===== src/hdl/ssf_pkg.sv =====
// Purpose: Shared constants for the sensor status message framer
// Assumes: 40 MHz system clock, 32-bit APB register bus
// Notes: Message identifiers, fault bit positions, register map, timing
package ssf_pkg;

   ////////////////////////////////////////////////////////////////////////////
   // Message identifier bytes
   localparam logic [7:0] ID_SELFTEST = 8'h07;
   localparam logic [7:0] ID_HEARTBEAT = 8'h0C;
   localparam logic [7:0] ID_CLEARED = 8'h0D;

   // Message lengths in bytes
   localparam logic [1:0] LEN_REPORT = 2'h3;
   localparam logic [1:0] LEN_HEARTBEAT = 2'h3;
   localparam logic [1:0] LEN_CLEARED = 2'h1;

   ////////////////////////////////////////////////////////////////////////////
   // Fault word bit positions
   localparam int FB_IMAGE = 0;
   localparam int FB_PARAM = 1;
   localparam int FB_INT_RAM = 2;
   localparam int FB_EXT_RAM = 3;
   localparam int FB_MOTOR = 4;
   localparam int FB_SUPPLY = 5;
   localparam int FB_PHOTO_TEMP = 6;
   localparam int FB_WINDOW_TEMP = 7;
   localparam int FB_RANGE_CAL = 8;
   localparam int FB_THRESHOLD = 9;
   localparam int FB_BIAS_GAIN = 10;
   localparam int FB_SHORT_RANGE = 11;
   localparam logic [3:0] FAULT_SPARE = 4'h0;

   ////////////////////////////////////////////////////////////////////////////
   // Heartbeat period settings in seconds
   localparam logic [7:0] HB_MIN = 8'h0A;
   localparam logic [7:0] HB_DISABLE = 8'hFF;
   localparam logic [7:0] HB_DEFAULT = 8'h1E;

   // Timing: one heartbeat unit is one second
   localparam int CLK_HZ = 40_000_000;
   localparam int HB_UNIT_S = 1;
   localparam int SEC_CYCLES = CLK_HZ * HB_UNIT_S;

   ////////////////////////////////////////////////////////////////////////////
   // Register byte offsets
   localparam logic [7:0] REG_CTRL = 8'h00;
   localparam logic [7:0] REG_HB_PERIOD = 8'h04;
   localparam logic [7:0] REG_STATUS = 8'h08;
   localparam logic [7:0] REG_FAULT = 8'h0C;
   localparam logic [7:0] REG_IRQ_STS = 8'h10;
   localparam logic [7:0] REG_IRQ_EN = 8'h14;
   localparam logic [7:0] REG_IRQ_CLR = 8'h18;

   // Control register bits
   localparam int CTRL_SELFTEST = 0;
   localparam int CTRL_HB_REQ = 1;
   localparam int CTRL_SUPPLY_CHK = 2;

   // Status register bits
   localparam int STS_BUSY = 0;
   localparam int STS_APP_HOLD = 1;
   localparam int STS_PRESENT = 2;

   // Interrupt bits
   localparam int IRQ_REPORT = 0;
   localparam int IRQ_HEARTBEAT = 1;
   localparam int IRQ_CLEARED = 2;
   localparam int IRQ_NEWFAULT = 3;
   localparam int IRQ_W = 4;

   // Any enabled sticky bit set
   function automatic logic irq_active(input logic [IRQ_W-1:0] sts, input logic [IRQ_W-1:0] en);
      irq_active = |(sts & en);
   endfunction

endpackage


===== src/hdl/ssf_sec_timer.sv =====
// Purpose: Idle timer counting whole seconds since the last message
// Assumes: Synchronous active-high reset
// Notes: Fires once per idle interval, rearmed by restart
`timescale 1ns/1ps
module ssf_sec_timer import ssf_pkg::*; #(
   parameter int SEC_CYCLES_P = SEC_CYCLES
) (
   // Clock and reset
   input wire logic clk_i,
   input wire logic rst_i,
   // Control
   input wire logic restart_i,
   input wire logic [7:0] period_i,
   // Result
   output logic expire_o
);

   logic [31:0] presc;
   logic [7:0] secs;
   logic fired;
   logic tick;

   assign tick = (presc == 32'(SEC_CYCLES_P - 1));

   ////////////////////////////////////////////////////////////////////////////
   // Prescaler from clock cycles to seconds
   always_ff @(posedge clk_i) begin
      if (rst_i || restart_i || tick) begin
         presc <= 32'h0000_0000;
      end else begin
         presc <= presc + 32'h0000_0001;
      end
   end

   // Whole idle seconds, saturating
   always_ff @(posedge clk_i) begin
      if (rst_i || restart_i) begin
         secs <= 8'h00;
      end else if (tick && secs != 8'hFF) begin
         secs <= secs + 8'h01;
      end
   end

   // One expiry per interval, never when disabled
   always_ff @(posedge clk_i) begin
      if (rst_i || restart_i) begin
         fired <= 1'b0;
         expire_o <= 1'b0;
      end else begin
         expire_o <= 1'b0;
         if (!fired && period_i != HB_DISABLE && secs >= period_i) begin
            fired <= 1'b1;
            expire_o <= 1'b1;
         end
      end
   end

   chk_no_disabled_beat: assert property (@(posedge clk_i) disable iff (rst_i)
      expire_o |-> $past(period_i) != HB_DISABLE) else $error("heartbeat expiry while disabled");

endmodule


===== src/hdl/ssf_byte_tx.sv =====
// Purpose: Streams a message of up to three bytes with valid/ready
// Assumes: Sink takes a byte when valid and ready are both high
// Notes: Bytes are latched at start; done pulses after the last byte
`timescale 1ns/1ps
module ssf_byte_tx import ssf_pkg::*; (
   // Clock and reset
   input wire logic clk_i,
   input wire logic rst_i,
   // Message load
   input wire logic start_i,
   input wire logic [1:0] len_i,
   input wire logic [7:0] byte0_i,
   input wire logic [7:0] byte1_i,
   input wire logic [7:0] byte2_i,
   output logic idle_o,
   output logic done_o,
   // Byte stream
   output logic tx_valid_o,
   output logic [7:0] tx_data_o,
   input wire logic tx_ready_i
);

   typedef enum logic [1:0] {TX_IDLE = 2'b01, TX_SEND = 2'b10} ssf_tx_state_t;

   ssf_tx_state_t state;
   logic [7:0] bytes [0:2];
   logic [1:0] idx;
   logic [1:0] last;
   logic [1:0] nxt;

   assign nxt = 2'(idx + 2'h1);
   assign idle_o = (state == TX_IDLE);
   assign tx_valid_o = (state == TX_SEND);

   ////////////////////////////////////////////////////////////////////////////
   // Message byte store
   always_ff @(posedge clk_i) begin
      if (rst_i) begin
         bytes[0] <= 8'h00;
         bytes[1] <= 8'h00;
         bytes[2] <= 8'h00;
      end else if (start_i && state == TX_IDLE) begin
         bytes[0] <= byte0_i;
         bytes[1] <= byte1_i;
         bytes[2] <= byte2_i;
      end
   end

   // Sequencer
   always_ff @(posedge clk_i) begin
      if (rst_i) begin
         state <= TX_IDLE;
         idx <= 2'h0;
         last <= 2'h0;
         tx_data_o <= 8'h00;
         done_o <= 1'b0;
      end else begin
         done_o <= 1'b0;
         unique case (state)
            TX_IDLE: begin
               if (start_i) begin
                  state <= TX_SEND;
                  idx <= 2'h0;
                  last <= 2'(len_i - 2'h1);
                  tx_data_o <= byte0_i;
               end
            end
            TX_SEND: begin
               if (tx_ready_i) begin
                  if (idx == last) begin
                     state <= TX_IDLE;
                     done_o <= 1'b1;
                  end else begin
                     idx <= nxt;
                     tx_data_o <= bytes[nxt];
                  end
               end
            end
         endcase
      end
   end

   chk_data_held: assert property (@(posedge clk_i) disable iff (rst_i)
      tx_valid_o && !tx_ready_i |=> tx_valid_o && $stable(tx_data_o)) else $error("byte changed while stalled");

endmodule


===== src/hdl/ssf_framer.sv =====
// Purpose: Sensor status message framer with APB registers and interrupt
// Assumes: 40 MHz clock, synchronous reset, byte sink with valid/ready
// Notes: Sends self-test report, heartbeat and detection-cleared messages
//
// Overview of operation
// - Send self-test report on command and whenever a new failure appears.
// - Self-test report opens with identifier byte 7.
// - Report carries one 16-bit fault word; set bit means failure.
// - Bits 0,1 flag image CRC and parameter checksum; either holds application.
// - Bit 2 internal RAM test, bit 3 external RAM test failure.
// - Bit 4 flags scanning motor speed out of tolerance.
// - Bit 5 driven only by supply check, otherwise zero.
// - Bit 6 photodiode temperature, bit 7 window temperature out of limits.
// - Bits 8,9,10 flag calibration, threshold test, bias gain failures.
// - Bit 11 flags too many readings under minimum range over three hours.
// - Heartbeat sent after a whole idle interval without messages, or on host request.
// - Heartbeat is identifier 12 plus two beam bytes, three bytes.
// - First beam byte reports second beam, next byte reports first beam.
// - One-byte message 13 sent when no vehicle remains in detection.
// - Heartbeat period 10 to 254 seconds, 255 disables; reset restores default.
//
// Register access over APB and the register offsets were left to the implementer.
`timescale 1ns/1ps
module ssf_framer import ssf_pkg::*; #(
   parameter int SEC_CYCLES_P = SEC_CYCLES
) (
   // Clock and reset
   input wire logic clk_i,
   input wire logic rst_i,
   // APB slave
   input wire logic psel_i,
   input wire logic penable_i,
   input wire logic pwrite_i,
   input wire logic [7:0] paddr_i,
   input wire logic [31:0] pwdata_i,
   output logic [31:0] prdata_o,
   output logic pready_o,
   output logic pslverr_o,
   // Self-test check results
   input wire logic image_crc_fail_i,
   input wire logic param_sum_fail_i,
   input wire logic int_ram_fail_i,
   input wire logic ext_ram_fail_i,
   input wire logic motor_speed_fail_i,
   input wire logic supply_fail_i,
   input wire logic receiver_photodiode_temp_fail_i,
   input wire logic window_temp_fail_i,
   input wire logic range_cal_fail_i,
   input wire logic threshold_test_fail_i,
   input wire logic receiver_bias_controller_gain_fail_i,
   input wire logic short_range_warning_i,
   // Detection state
   input wire logic [7:0] beam1_detect_i,
   input wire logic [7:0] beam2_detect_i,
   input wire logic vehicle_present_i,
   // Byte stream toward host link
   output logic tx_valid_o,
   output logic [7:0] tx_data_o,
   input wire logic tx_ready_i,
   // Status outputs
   output logic app_hold_o,
   output logic irq_o
);

   logic wr_en;
   logic rd_setup;
   logic mapped;
   logic [7:0] hb_period;
   logic supply_chk;
   logic [15:0] fault_word;
   logic [15:0] fault_seen;
   logic [31:0] status_word;
   logic new_fault;
   logic present_q;
   logic st_pend;
   logic hb_pend;
   logic clr_pend;
   logic tx_idle;
   logic tx_done;
   logic hb_expire;
   logic launch_st;
   logic launch_hb;
   logic launch_clr;
   logic launch;
   logic [1:0] launch_len;
   logic [7:0] launch_b0;
   logic [7:0] launch_b1;
   logic [7:0] launch_b2;
   logic [IRQ_W-1:0] irq_sts;
   logic [IRQ_W-1:0] irq_en;
   logic [IRQ_W-1:0] irq_set;
   logic [IRQ_W-1:0] irq_clr;

   ////////////////////////////////////////////////////////////////////////////
   // APB decode: zero wait states, error on unmapped offsets
   assign wr_en = psel_i && penable_i && pwrite_i;
   assign rd_setup = psel_i && !penable_i && !pwrite_i;
   assign pready_o = 1'b1;
   always_comb begin
      unique case (paddr_i)
         REG_CTRL, REG_HB_PERIOD, REG_STATUS, REG_FAULT, REG_IRQ_STS, REG_IRQ_EN, REG_IRQ_CLR: mapped = 1'b1;
         default: mapped = 1'b0;
      endcase
   end
   assign pslverr_o = psel_i && penable_i && !mapped;

   // Status word from named bit positions
   always_comb begin
      status_word = 32'h0000_0000;
      status_word[STS_BUSY] = !tx_idle;
      status_word[STS_APP_HOLD] = app_hold_o;
      status_word[STS_PRESENT] = vehicle_present_i;
   end

   // Read data captured in the setup cycle
   always_ff @(posedge clk_i) begin
      if (rst_i) begin
         prdata_o <= 32'h0000_0000;
      end else if (rd_setup) begin
         unique case (paddr_i)
            REG_CTRL: prdata_o <= 32'(supply_chk) << CTRL_SUPPLY_CHK;
            REG_HB_PERIOD: prdata_o <= {24'h00_0000, hb_period};
            REG_STATUS: prdata_o <= status_word;
            REG_FAULT: prdata_o <= {16'h0000, fault_word};
            REG_IRQ_STS: prdata_o <= {28'h000_0000, irq_sts};
            REG_IRQ_EN: prdata_o <= {28'h000_0000, irq_en};
            default: prdata_o <= 32'h0000_0000;
         endcase
      end
   end

   ////////////////////////////////////////////////////////////////////////////
   // Heartbeat period, default restored by every reset
   always_ff @(posedge clk_i) begin
      if (rst_i) begin
         hb_period <= HB_DEFAULT;
      end else if (wr_en && paddr_i == REG_HB_PERIOD && pwdata_i[7:0] >= HB_MIN) begin
         hb_period <= pwdata_i[7:0];
      end
   end

   // Supply check enable
   always_ff @(posedge clk_i) begin
      if (rst_i) begin
         supply_chk <= 1'b0;
      end else if (wr_en && paddr_i == REG_CTRL) begin
         supply_chk <= pwdata_i[CTRL_SUPPLY_CHK];
      end
   end

   ////////////////////////////////////////////////////////////////////////////
   // Fault word assembly
   always_comb begin
      fault_word = 16'h0000;
      fault_word[FB_IMAGE] = image_crc_fail_i;
      fault_word[FB_PARAM] = param_sum_fail_i;
      fault_word[FB_INT_RAM] = int_ram_fail_i;
      fault_word[FB_EXT_RAM] = ext_ram_fail_i;
      fault_word[FB_MOTOR] = motor_speed_fail_i;
      fault_word[FB_SUPPLY] = supply_chk && supply_fail_i;
      fault_word[FB_PHOTO_TEMP] = receiver_photodiode_temp_fail_i;
      fault_word[FB_WINDOW_TEMP] = window_temp_fail_i;
      fault_word[FB_RANGE_CAL] = range_cal_fail_i;
      fault_word[FB_THRESHOLD] = threshold_test_fail_i;
      fault_word[FB_BIAS_GAIN] = receiver_bias_controller_gain_fail_i;
      fault_word[FB_SHORT_RANGE] = short_range_warning_i;
      fault_word[15:12] = FAULT_SPARE;
   end

   // Image CRC and parameter checksum faults hold the application in the bootloader
   always_ff @(posedge clk_i) begin
      if (rst_i) begin
         app_hold_o <= 1'b0;
      end else begin
         app_hold_o <= fault_word[FB_IMAGE] || fault_word[FB_PARAM];
      end
   end

   // Newly detected failure bits
   always_ff @(posedge clk_i) begin
      if (rst_i) begin
         fault_seen <= 16'h0000;
      end else begin
         fault_seen <= fault_word;
      end
   end
   assign new_fault = |(fault_word & ~fault_seen);

   // Vehicle presence history for the cleared edge
   always_ff @(posedge clk_i) begin
      if (rst_i) begin
         present_q <= 1'b0;
      end else begin
         present_q <= vehicle_present_i;
      end
   end

   ////////////////////////////////////////////////////////////////////////////
   // Message arbitration: report, then cleared, then heartbeat
   assign launch_st = tx_idle && st_pend;
   assign launch_clr = tx_idle && !st_pend && clr_pend;
   assign launch_hb = tx_idle && !st_pend && !clr_pend && hb_pend;
   assign launch = launch_st || launch_clr || launch_hb;

   // Pending requests; new request wins over launch clear; any message drops a waiting beat
   always_ff @(posedge clk_i) begin
      if (rst_i) begin
         st_pend <= 1'b0;
         clr_pend <= 1'b0;
         hb_pend <= 1'b0;
      end else begin
         st_pend <= (st_pend && !launch_st) || new_fault
            || (wr_en && paddr_i == REG_CTRL && pwdata_i[CTRL_SELFTEST]);
         clr_pend <= (clr_pend && !launch_clr) || (present_q && !vehicle_present_i);
         hb_pend <= (hb_pend && !launch) || hb_expire
            || (wr_en && paddr_i == REG_CTRL && pwdata_i[CTRL_HB_REQ]);
      end
   end

   // Message contents for the selected kind
   always_comb begin
      launch_len = LEN_HEARTBEAT;
      launch_b0 = ID_HEARTBEAT;
      launch_b1 = beam2_detect_i;
      launch_b2 = beam1_detect_i;
      if (launch_st) begin
         launch_len = LEN_REPORT;
         launch_b0 = ID_SELFTEST;
         launch_b1 = fault_word[15:8];
         launch_b2 = fault_word[7:0];
      end else if (launch_clr) begin
         launch_len = LEN_CLEARED;
         launch_b0 = ID_CLEARED;
         launch_b1 = 8'h00;
         launch_b2 = 8'h00;
      end
   end

   ////////////////////////////////////////////////////////////////////////////
   // Byte sequencer and idle timer
   ssf_byte_tx u_tx (
      .clk_i(clk_i),
      .rst_i(rst_i),
      .start_i(launch),
      .len_i(launch_len),
      .byte0_i(launch_b0),
      .byte1_i(launch_b1),
      .byte2_i(launch_b2),
      .idle_o(tx_idle),
      .done_o(tx_done),
      .tx_valid_o(tx_valid_o),
      .tx_data_o(tx_data_o),
      .tx_ready_i(tx_ready_i)
   );

   ssf_sec_timer #(.SEC_CYCLES_P(SEC_CYCLES_P)) u_timer (
      .clk_i(clk_i),
      .rst_i(rst_i),
      .restart_i(tx_done || (wr_en && paddr_i == REG_HB_PERIOD)),
      .period_i(hb_period),
      .expire_o(hb_expire)
   );

   ////////////////////////////////////////////////////////////////////////////
   // Interrupt status: set wins over clear
   always_comb begin
      irq_set = '0;
      irq_set[IRQ_REPORT] = launch_st;
      irq_set[IRQ_HEARTBEAT] = launch_hb;
      irq_set[IRQ_CLEARED] = launch_clr;
      irq_set[IRQ_NEWFAULT] = new_fault;
   end
   assign irq_clr = (wr_en && paddr_i == REG_IRQ_CLR) ? pwdata_i[IRQ_W-1:0] : '0;

   always_ff @(posedge clk_i) begin
      if (rst_i) begin
         irq_sts <= '0;
      end else begin
         irq_sts <= (irq_sts & ~irq_clr) | irq_set;
      end
   end

   // Interrupt enable
   always_ff @(posedge clk_i) begin
      if (rst_i) begin
         irq_en <= '0;
      end else if (wr_en && paddr_i == REG_IRQ_EN) begin
         irq_en <= pwdata_i[IRQ_W-1:0];
      end
   end

   assign irq_o = irq_active(irq_sts, irq_en);

   ////////////////////////////////////////////////////////////////////////////
   // Checks
   chk_report_id: assert property (@(posedge clk_i) disable iff (rst_i)
      launch_st |=> tx_valid_o && tx_data_o == ID_SELFTEST) else $error("report id wrong");

   chk_report_order: assert property (@(posedge clk_i) disable iff (rst_i)
      launch_st && tx_ready_i ##1 tx_ready_i |=> tx_valid_o && tx_data_o == $past(fault_word[15:8], 2))
      else $error("fault high byte not second");

   chk_report_low: assert property (@(posedge clk_i) disable iff (rst_i)
      launch_st ##1 tx_ready_i ##1 tx_ready_i |=> tx_data_o == $past(fault_word[7:0], 3))
      else $error("fault low byte not third");

   chk_spare_zero: assert property (@(posedge clk_i) disable iff (rst_i)
      fault_word[15:12] == FAULT_SPARE && fault_word <= 16'h0FFF) else $error("spare fault bits set");

   chk_supply_gate: assert property (@(posedge clk_i) disable iff (rst_i)
      !supply_chk |-> !fault_word[FB_SUPPLY]) else $error("supply bit without check");

   chk_app_hold: assert property (@(posedge clk_i) disable iff (rst_i)
      ##1 app_hold_o == ($past(image_crc_fail_i) || $past(param_sum_fail_i))) else $error("hold mismatch");

   chk_beat_frame: assert property (@(posedge clk_i) disable iff (rst_i)
      launch_hb |=> tx_data_o == ID_HEARTBEAT && tx_valid_o) else $error("heartbeat id wrong");

   chk_beat_beams: assert property (@(posedge clk_i) disable iff (rst_i)
      launch_hb ##1 tx_ready_i |=> tx_data_o == $past(beam2_detect_i, 2)) else $error("beam two byte not first");

   chk_beat_dropped: assert property (@(posedge clk_i) disable iff (rst_i)
      (launch_st || launch_clr) && !hb_expire && !wr_en |=> !hb_pend) else $error("stale heartbeat kept");

   chk_cleared_msg: assert property (@(posedge clk_i) disable iff (rst_i)
      launch_clr ##1 tx_ready_i |-> tx_valid_o ##1 !tx_valid_o) else $error("cleared not one byte");

   chk_clear_edge: assert property (@(posedge clk_i) disable iff (rst_i)
      present_q && !vehicle_present_i |=> clr_pend) else $error("cleared request lost");

   chk_period_floor: assert property (@(posedge clk_i) disable iff (rst_i)
      hb_period >= HB_MIN) else $error("heartbeat period below floor");

   chk_fault_kick: assert property (@(posedge clk_i) disable iff (rst_i)
      new_fault |=> st_pend) else $error("new failure lost");

   chk_report_irq: assert property (@(posedge clk_i) disable iff (rst_i)
      launch_st |=> irq_sts[IRQ_REPORT]) else $error("report flag lost to clear");

   chk_irq_level: assert property (@(posedge clk_i) disable iff (rst_i)
      $rose(irq_sts[IRQ_REPORT]) && irq_en[IRQ_REPORT] |-> irq_o) else $error("irq not raised");

endmodule


===== config.mk =====
export PLATFORM = sky130hd
export DESIGN_NAME = ssf_framer
export DESIGN_NICKNAME = d
export VERILOG_FILES = /design/src/hdl/ssf_pkg.sv /design/src/hdl/ssf_sec_timer.sv /design/src/hdl/ssf_byte_tx.sv /design/src/hdl/ssf_framer.sv
export SDC_FILE = /design/constraint.sdc
export NUM_CORES = 1
export LEC_CHECK = 0
export BUFFER_PORTS_ARGS = -buffer_cell sky130_fd_sc_hd__buf_2
export CAP_MARGIN = 20
export CORE_UTILIZATION = 45
export DETAILED_ROUTE_END_ITERATION = 10
export GPL_ROUTABILITY_DRIVEN = 1
export PLACE_DENSITY = 0.74
export SYNTH_ARGS = -nofsm -noshare
export SYNTH_HDL_FRONTEND = slang
export SYNTH_SLANG_ARGS = --single-unit

===== constraint.sdc =====
create_clock -name clk_i -period 2.7 [get_ports clk_i]
set_clock_uncertainty 0.15 [all_clocks]
set_input_delay 0.27 -clock clk_i [delete_from_list [all_inputs] [get_ports clk_i]]
set_output_delay 0.27 -clock clk_i [all_outputs]
set_load 0.05 [all_outputs]

### Word level (Yosys, flattened, before mapping)

Memories as Yosys holds them, arrays and structs flattened.
Index checks and enable logic that the tools add are counted.

| storage, ports and cells | value |
|---|---|
| input port bits | 75 |
| output and inout bits | 45 |
| word-level logic and storage cells | 144 |
| RAM bits | 24 |
| bits in registers | 127 |
| memories kept | 1 |

Memories:

| memory | depth | width | read ports | clocked after memory_dff | wr ports | RTL line | source |
|---|---|---|---|---|---|---|---|
| u_tx.bytes | 3 | 8 | 1 | 0 | 3 | ssf_byte_tx.sv:26 | `logic [7:0] bytes [0:2];` |

| operators by class | value |
|---|---|
| reductions and logical operators | 56 |
| order comparisons | 2 |
| eq/ne operators | 16 |
| bitwise operators | 11 |
| add/subtract/negate cells | 4 |
| muxes and demuxes | 33 |

Operators with widths:

| operator | number |
|---|---|
| $mux 8 | 10 |
| $pmux 12 s6 | 1 |
| $add 32x1->32 const B | 1 |
| $eq 32x26->1 const B | 1 |
| $logic_and 1x1->1 | 26 |
| $eq 8x5->1 const B | 3 |
| $and 12x16->16 | 1 |
| $eq 8x4->1 const B | 2 |
| $mux 2 | 8 |
| $ne 8x8->1 const B | 2 |
| $not 16->16 | 1 |
| $pmux 8 s2 | 1 |
| $reduce_or 16->1 | 1 |
| $logic_not 1->1 | 11 |
| $logic_or 1x1->1 | 11 |
| $mux 1 | 9 |
| $add 8x1->8 const B | 1 |
| $and 4x4->4 | 2 |
| $eq 8x3->1 const B | 1 |
| $ge 8x4->1 const B | 1 |
| $ge 8x8->1 | 1 |
| $logic_not 8->1 | 1 |
| $mux 4 | 2 |
| $pmux 2 s2 | 2 |
| other kinds (16) | 22 |

### Longest topological paths before layout

| logic depth | value |
|---|---|
| word-level depth | 10 |
| gate-level depth with buffers | 9 |
| gate-level depth less buffers | 7 |

### By module

Synthesis repeated with hierarchy kept, for this count alone.

| unflattened totals | value |
|---|---|
| cells, all modules | 699 |
| area total of the unflattened synthesis | 6209.7 µm² |

By module, submodules not included:

| module | seq. area each (µm²) | area each (µm²) | cells an instance | instances |
|---|---|---|---|---|
| ssf_framer | 920.9 | 2301.0 | 295 | 1 |
| ssf_sec_timer | 840.8 | 2102.0 | 249 | 1 |
| ssf_byte_tx | 1021.0 | 1806.7 | 155 | 1 |

### Least setup slack after synthesis

Ideal clock, no wire load.

| timing | value |
|---|---|
| path kind | register to register |
| from | reg u_timer.presc[0] |
| to | reg u_timer.secs[5] |
| arrival time | 2.071 ns |
| path slack | 0.408 ns |
| cell stages (with the launch flop) | 8 |
| path buffers | 1 |
| required time | 2.479 ns |
| period minus slack after synthesis | 2.292 ns |
| setup time | 0.071 ns |
| cell sequence | dfxtp_1 > ha_1 > nand4_1 > or2_0 > buf_2 > or4_4 > or4_1 > a21oi_1 |

| between the ends | value |
|---|---|
| longest elaborated chain between the ends | 2 |

RTL lines:

| element | RTL line | source |
|---|---|---|
| from (decl) | ssf_sec_timer.sv:18 | `logic [31:0] presc;` |
| from (signal assigned) | ssf_sec_timer.sv:31 | `presc <= presc + 32'h0000_0001;` |
| $eq 32x26->1 | ssf_sec_timer.sv:23 | `assign tick = (presc == 32'(SEC_CYCLES_P - 1));` |
| $logic_and 1x1->1 | ssf_sec_timer.sv:39 | `end else if (tick && secs != 8'hFF) begin` |
| to (signal assigned) | ssf_sec_timer.sv:40 | `secs <= secs + 8'h01;` |
| to (decl) | ssf_sec_timer.sv:19 | `logic [7:0] secs;` |

Every way passes these cells.
A chain may end at the register's enable or synchronous reset.

### Final worst setup path

| timing | value |
|---|---|
| from | reg u_timer.presc[29] |
| to | reg u_timer.secs[5] |

The elaborated chain is that of the path after synthesis.

==> impl_summary.log <==
[metrics] outcome: finished, final reports clean
[metrics] count of vias placed by the detailed router: 5140
[metrics] crit path kind: flip-flop to flip-flop
[metrics] Die X-Extent: 116 um
[metrics] data required time at the worst endpoint: 2.89 ns
[metrics] total of endpoints with negative setup slack in the final report: 0
[metrics] leakage: 2.98 nW
[metrics] top_reg_cell synth: sky130_fd_sc_hd__dfxtp_1
[metrics] final count of hold timing violations: 0
[metrics] antenna viol nets, final: 0
[metrics] number of register bits inferred by synthesis: 122
[metrics] Crit Reg-Reg Startpoint: u_timer.presc[29]
[metrics] Setup Fix Bufs, Post-CTS: 0
[metrics] clock input transition at the sequential cells of the worst setup and hold paths: 0.06 ns
[metrics] number of antenna violations at the first check in global routing: 0
[metrics] Post-synth EDFFs: 20
[metrics] Worst Hold Path EP: fault_seen[0]
[metrics] GR met2 Demand/Resource: 38.0%
[metrics] insertion delay of the later-clocked pin in the worst-skew pair: 0.42 ns
[metrics] share of the synthesized area in the top cell type: 35.1%
[metrics] Hold/Removal Path Class: input pin to flip-flop
[metrics] post-route setup TNS: 0 ns
[metrics] endpoint arrival time on the critical path: 2.60 ns
[metrics] synth warn: 0
[metrics] area of the core: 0.0126 mm2
[metrics] num ports: 120
[metrics] number of distinct library cells after synthesis: 53
[metrics] port bufs: 74
[metrics] ordered cell list for the critical path: nor4_1 -> nand4_1 -> or4_4 -> or4_1 -> a21oi_1
[metrics] effective utilization at floorplan: 46.1%
[metrics] # rows: 41
[metrics] worst slew pin tran: 0.936 ns
[metrics] synthesized area per cell: 8.87 um2
[metrics] die outline area: 0.0134 mm2
[metrics] worst-case reg-to-reg path depth: 5
[metrics] overall routed net length: 14.5 mm
[metrics] crit-path max FO: 5
[metrics] Finished Core Util: 56.3%
[metrics] GR met1 Demand/Resource: 29.0%
[metrics] mean routed wirelength per cell: 15.6 um
[metrics] share of async-settable or async-resettable flops after synthesis: 0%
[metrics] most common cell after layout, fill and taps aside: sky130_fd_sc_hd__dfxtp_1
[metrics] final design area excluding fillers: 0.00711 mm2
[metrics] critical path startpoint category: flip-flop
[metrics] detailed-route vias per instance: 5.50
[metrics] Vert. Die Dim: 116 um
[metrics] count of mapped cells out of synthesis: 656
[metrics] Crit Reg-Reg Endpoint: u_timer.secs[5]
[metrics] met3 capacity usage during global routing: 5.13%
[metrics] sink count of the clock tree: 122
[metrics] start point of the worst min-delay path: image_crc_fail_i
[metrics] clock tree root driver cell: sky130_fd_sc_hd__clkbuf_16
[metrics] buffers and inverters on the worst path: 0
[metrics] weighted congestion at the end of routability-driven global placement: 0.810
[metrics] Layout area overhead: 22.1%
[metrics] Most Used Layer, Global Route: met2
[metrics] fraction of layout cells with a size suffix above 1: 17.1%
[metrics] cell area power density: 669 mW/mm2
[metrics] final critical delay including setup and external delays: 2.41 ns
[metrics] slowest cell on the critical path: sky130_fd_sc_hd__or4_4
[metrics] worst slew margin relative to its limit: 37.0%
[metrics] Ant. Diodes: 0
[metrics] cell types occupying the most area after synthesis: sky130_fd_sc_hd__dfxtp_1 35%, sky130_fd_sc_hd__edfxtp_1 10%, sky130_fd_sc_hd__nor2_1 6.3%
[metrics] Period Utilization, post-route: 89.3%
[metrics] Seq/Total Area, Yosys: 45.4%
[metrics] R2R Setup Slk: 0.29 ns
[metrics] commonest non-fill, non-tap cells in the layout: 102 x sky130_fd_sc_hd__dfxtp_1, 98 x sky130_fd_sc_hd__nor2_1, 74 x sky130_fd_sc_hd__buf_2
[metrics] dpl cell area: 0.00630 mm2
[metrics] Max stage delay on crit path: 0.64 ns
[metrics] fillers: 1101
[metrics] overflow left after global routing: 0
[metrics] iteration-0 DRC count of the detailed router: 393
[metrics] Net count, final: 834
[metrics] Peak Freq: 415 MHz
[metrics] total count of max-transition violations in the final report: 0
[metrics] count of cells along the worst hold path: 3
[metrics] Cell Area, Synth: 0.00582 mm2
[metrics] pin count of the biggest net entering global routing: 33
[metrics] TritonCTS buffer count: 17
[metrics] leading area contributor after synthesis: sky130_fd_sc_hd__dfxtp_1
[metrics] CP top delay family: simple AND/OR/NAND/NOR gates
[metrics] peak supply drop: 402 uV
[metrics] depth of the CTS H-tree: 4
[metrics] Residual DRC: 0
[metrics] unrepaired setup endpoints after global routing: no
[metrics] Initial DRT Pass Iterations: 5
[metrics] half-perimeter wire length after detailed placement: 10.3 mm
[metrics] via count of the first global-routing pass: 4815
[metrics] Critical Path End Type: flip-flop
[metrics] clock buffer depth: 2
[metrics] Tot GR Track Use: 22.9%
[metrics] wire length of the first global-routing pass: 23.5 mm
[metrics] clock tree from TritonCTS: done
[metrics] MaxCap Viol Count: 0
stage by stage:
step                      power, mW  hold slack [ns]  setup slack (ns)  cells
after floorplan                2.29            0.229             0.408    675
after detailed placement       2.39            0.269             0.318    883
after global placement         2.38            0.260             0.355    883
after CTS                      4.77        0.0000461             0.294    934
after global routing           4.90          0.00841             0.154    934
final                          4.75           0.0117             0.289    934
registers in the layout, indices dropped and copies added (netlist names), 8 cells and up:
register and count:
hb_period 8, u_tx.tx_data_o 8, fault_seen 12, u_timer.secs 8, u_timer.presc 32, prdata_o 12
u_tx.bytes 20
worst max path at each step:
stage	startpoint	end	slack, ns	cells after the start
final	u_timer.presc[29]	u_timer.secs[5]	0.29	5
after global routing	u_timer.presc[9]	u_timer.secs[5]	0.15	5
after CTS	u_timer.presc[9]	u_timer.secs[5]	0.29	5
after detailed placement	u_timer.presc[9]	u_timer.secs[5]	0.32	5
after global placement	u_timer.presc[0]	u_timer.secs[5]	0.36	6
after floorplan	u_timer.presc[0]	u_timer.secs[5]	0.41	7
layer usage:
metal,share of wire (%),routed length [um],vias to the layer above
met5,0,0,-
met4,1.5,214,0
met3,5.9,861,20
met2,49,7120,211
met1,44,6340,2445
li1,-,-,2464
cell families after synthesis:
| kind of cell | Yosys count | share of synthesized area (%) |
|---|---|---|
| other cells | 2 | 0.129 |
| fa+ha+maj | 10 | 2.15 |
| flops | 122 | 45.4 |
| buf+inv | 81 | 6.60 |
| xor+xnor | 32 | 4.81 |
| mux | 33 | 5.80 |
| simple gates | 273 | 23.4 |
| compound gates | 103 | 11.7 |
final cells by class:
cell class,count,area [um2],share of cell area (%)
Tap cell,172,215,3.03
Clock inverter,13,166,2.34
Timing Repair Buffer,104,643,9.05
Clock buffer,19,453,6.37
Sequential cell,122,2640,37.2
Inverter,32,120,1.69
Multi-Input combinational cell,472,2870,40.3
repair_timing:
| action | in CTS | in global routing |
|---|---|---|
| gates resized for setup | 0 | 0 |
| hold endpoints to repair | 19 | 0 |
| hold buffers | 19 | 0 |
worst register-to-register path, cell delays in order (launching register included):
cell and delay [ns]:
sky130_fd_sc_hd__dfxtp_1 0.35, sky130_fd_sc_hd__nor4_1 0.35, sky130_fd_sc_hd__nand4_1 0.28, sky130_fd_sc_hd__or4_4 0.64, sky130_fd_sc_hd__or4_1 0.41, sky130_fd_sc_hd__a21oi_1 0.15
power by group:
group | total, mW | switching [mW] | internal [mW]
clock network | 2.37 | 0.861 | 1.51
logic | 0.432 | 0.292 | 0.140
registers | 1.95 | 0.0356 | 1.92
cells in the mapped netlist (7+ instances only):
cell and number:
sky130_fd_sc_hd__nor2b_1 13, sky130_fd_sc_hd__edfxtp_1 20, sky130_fd_sc_hd__nor2_1 98, sky130_fd_sc_hd__xor2_1 22, sky130_fd_sc_hd__clkbuf_1 24, sky130_fd_sc_hd__buf_4 21
sky130_fd_sc_hd__nor3_1 7, sky130_fd_sc_hd__inv_1 32, sky130_fd_sc_hd__ha_1 10, sky130_fd_sc_hd__nand4_1 21, sky130_fd_sc_hd__mux2i_1 27, sky130_fd_sc_hd__o21ai_0 20
sky130_fd_sc_hd__a22oi_1 10, sky130_fd_sc_hd__dfxtp_1 102, sky130_fd_sc_hd__nor4_1 11, sky130_fd_sc_hd__nand2_1 50, sky130_fd_sc_hd__nand3_1 19, sky130_fd_sc_hd__a21oi_1 26
sky130_fd_sc_hd__xnor2_1 10, sky130_fd_sc_hd__and3_1 11, sky130_fd_sc_hd__nand2b_1 10
Power figures use the tool's default switching activity.
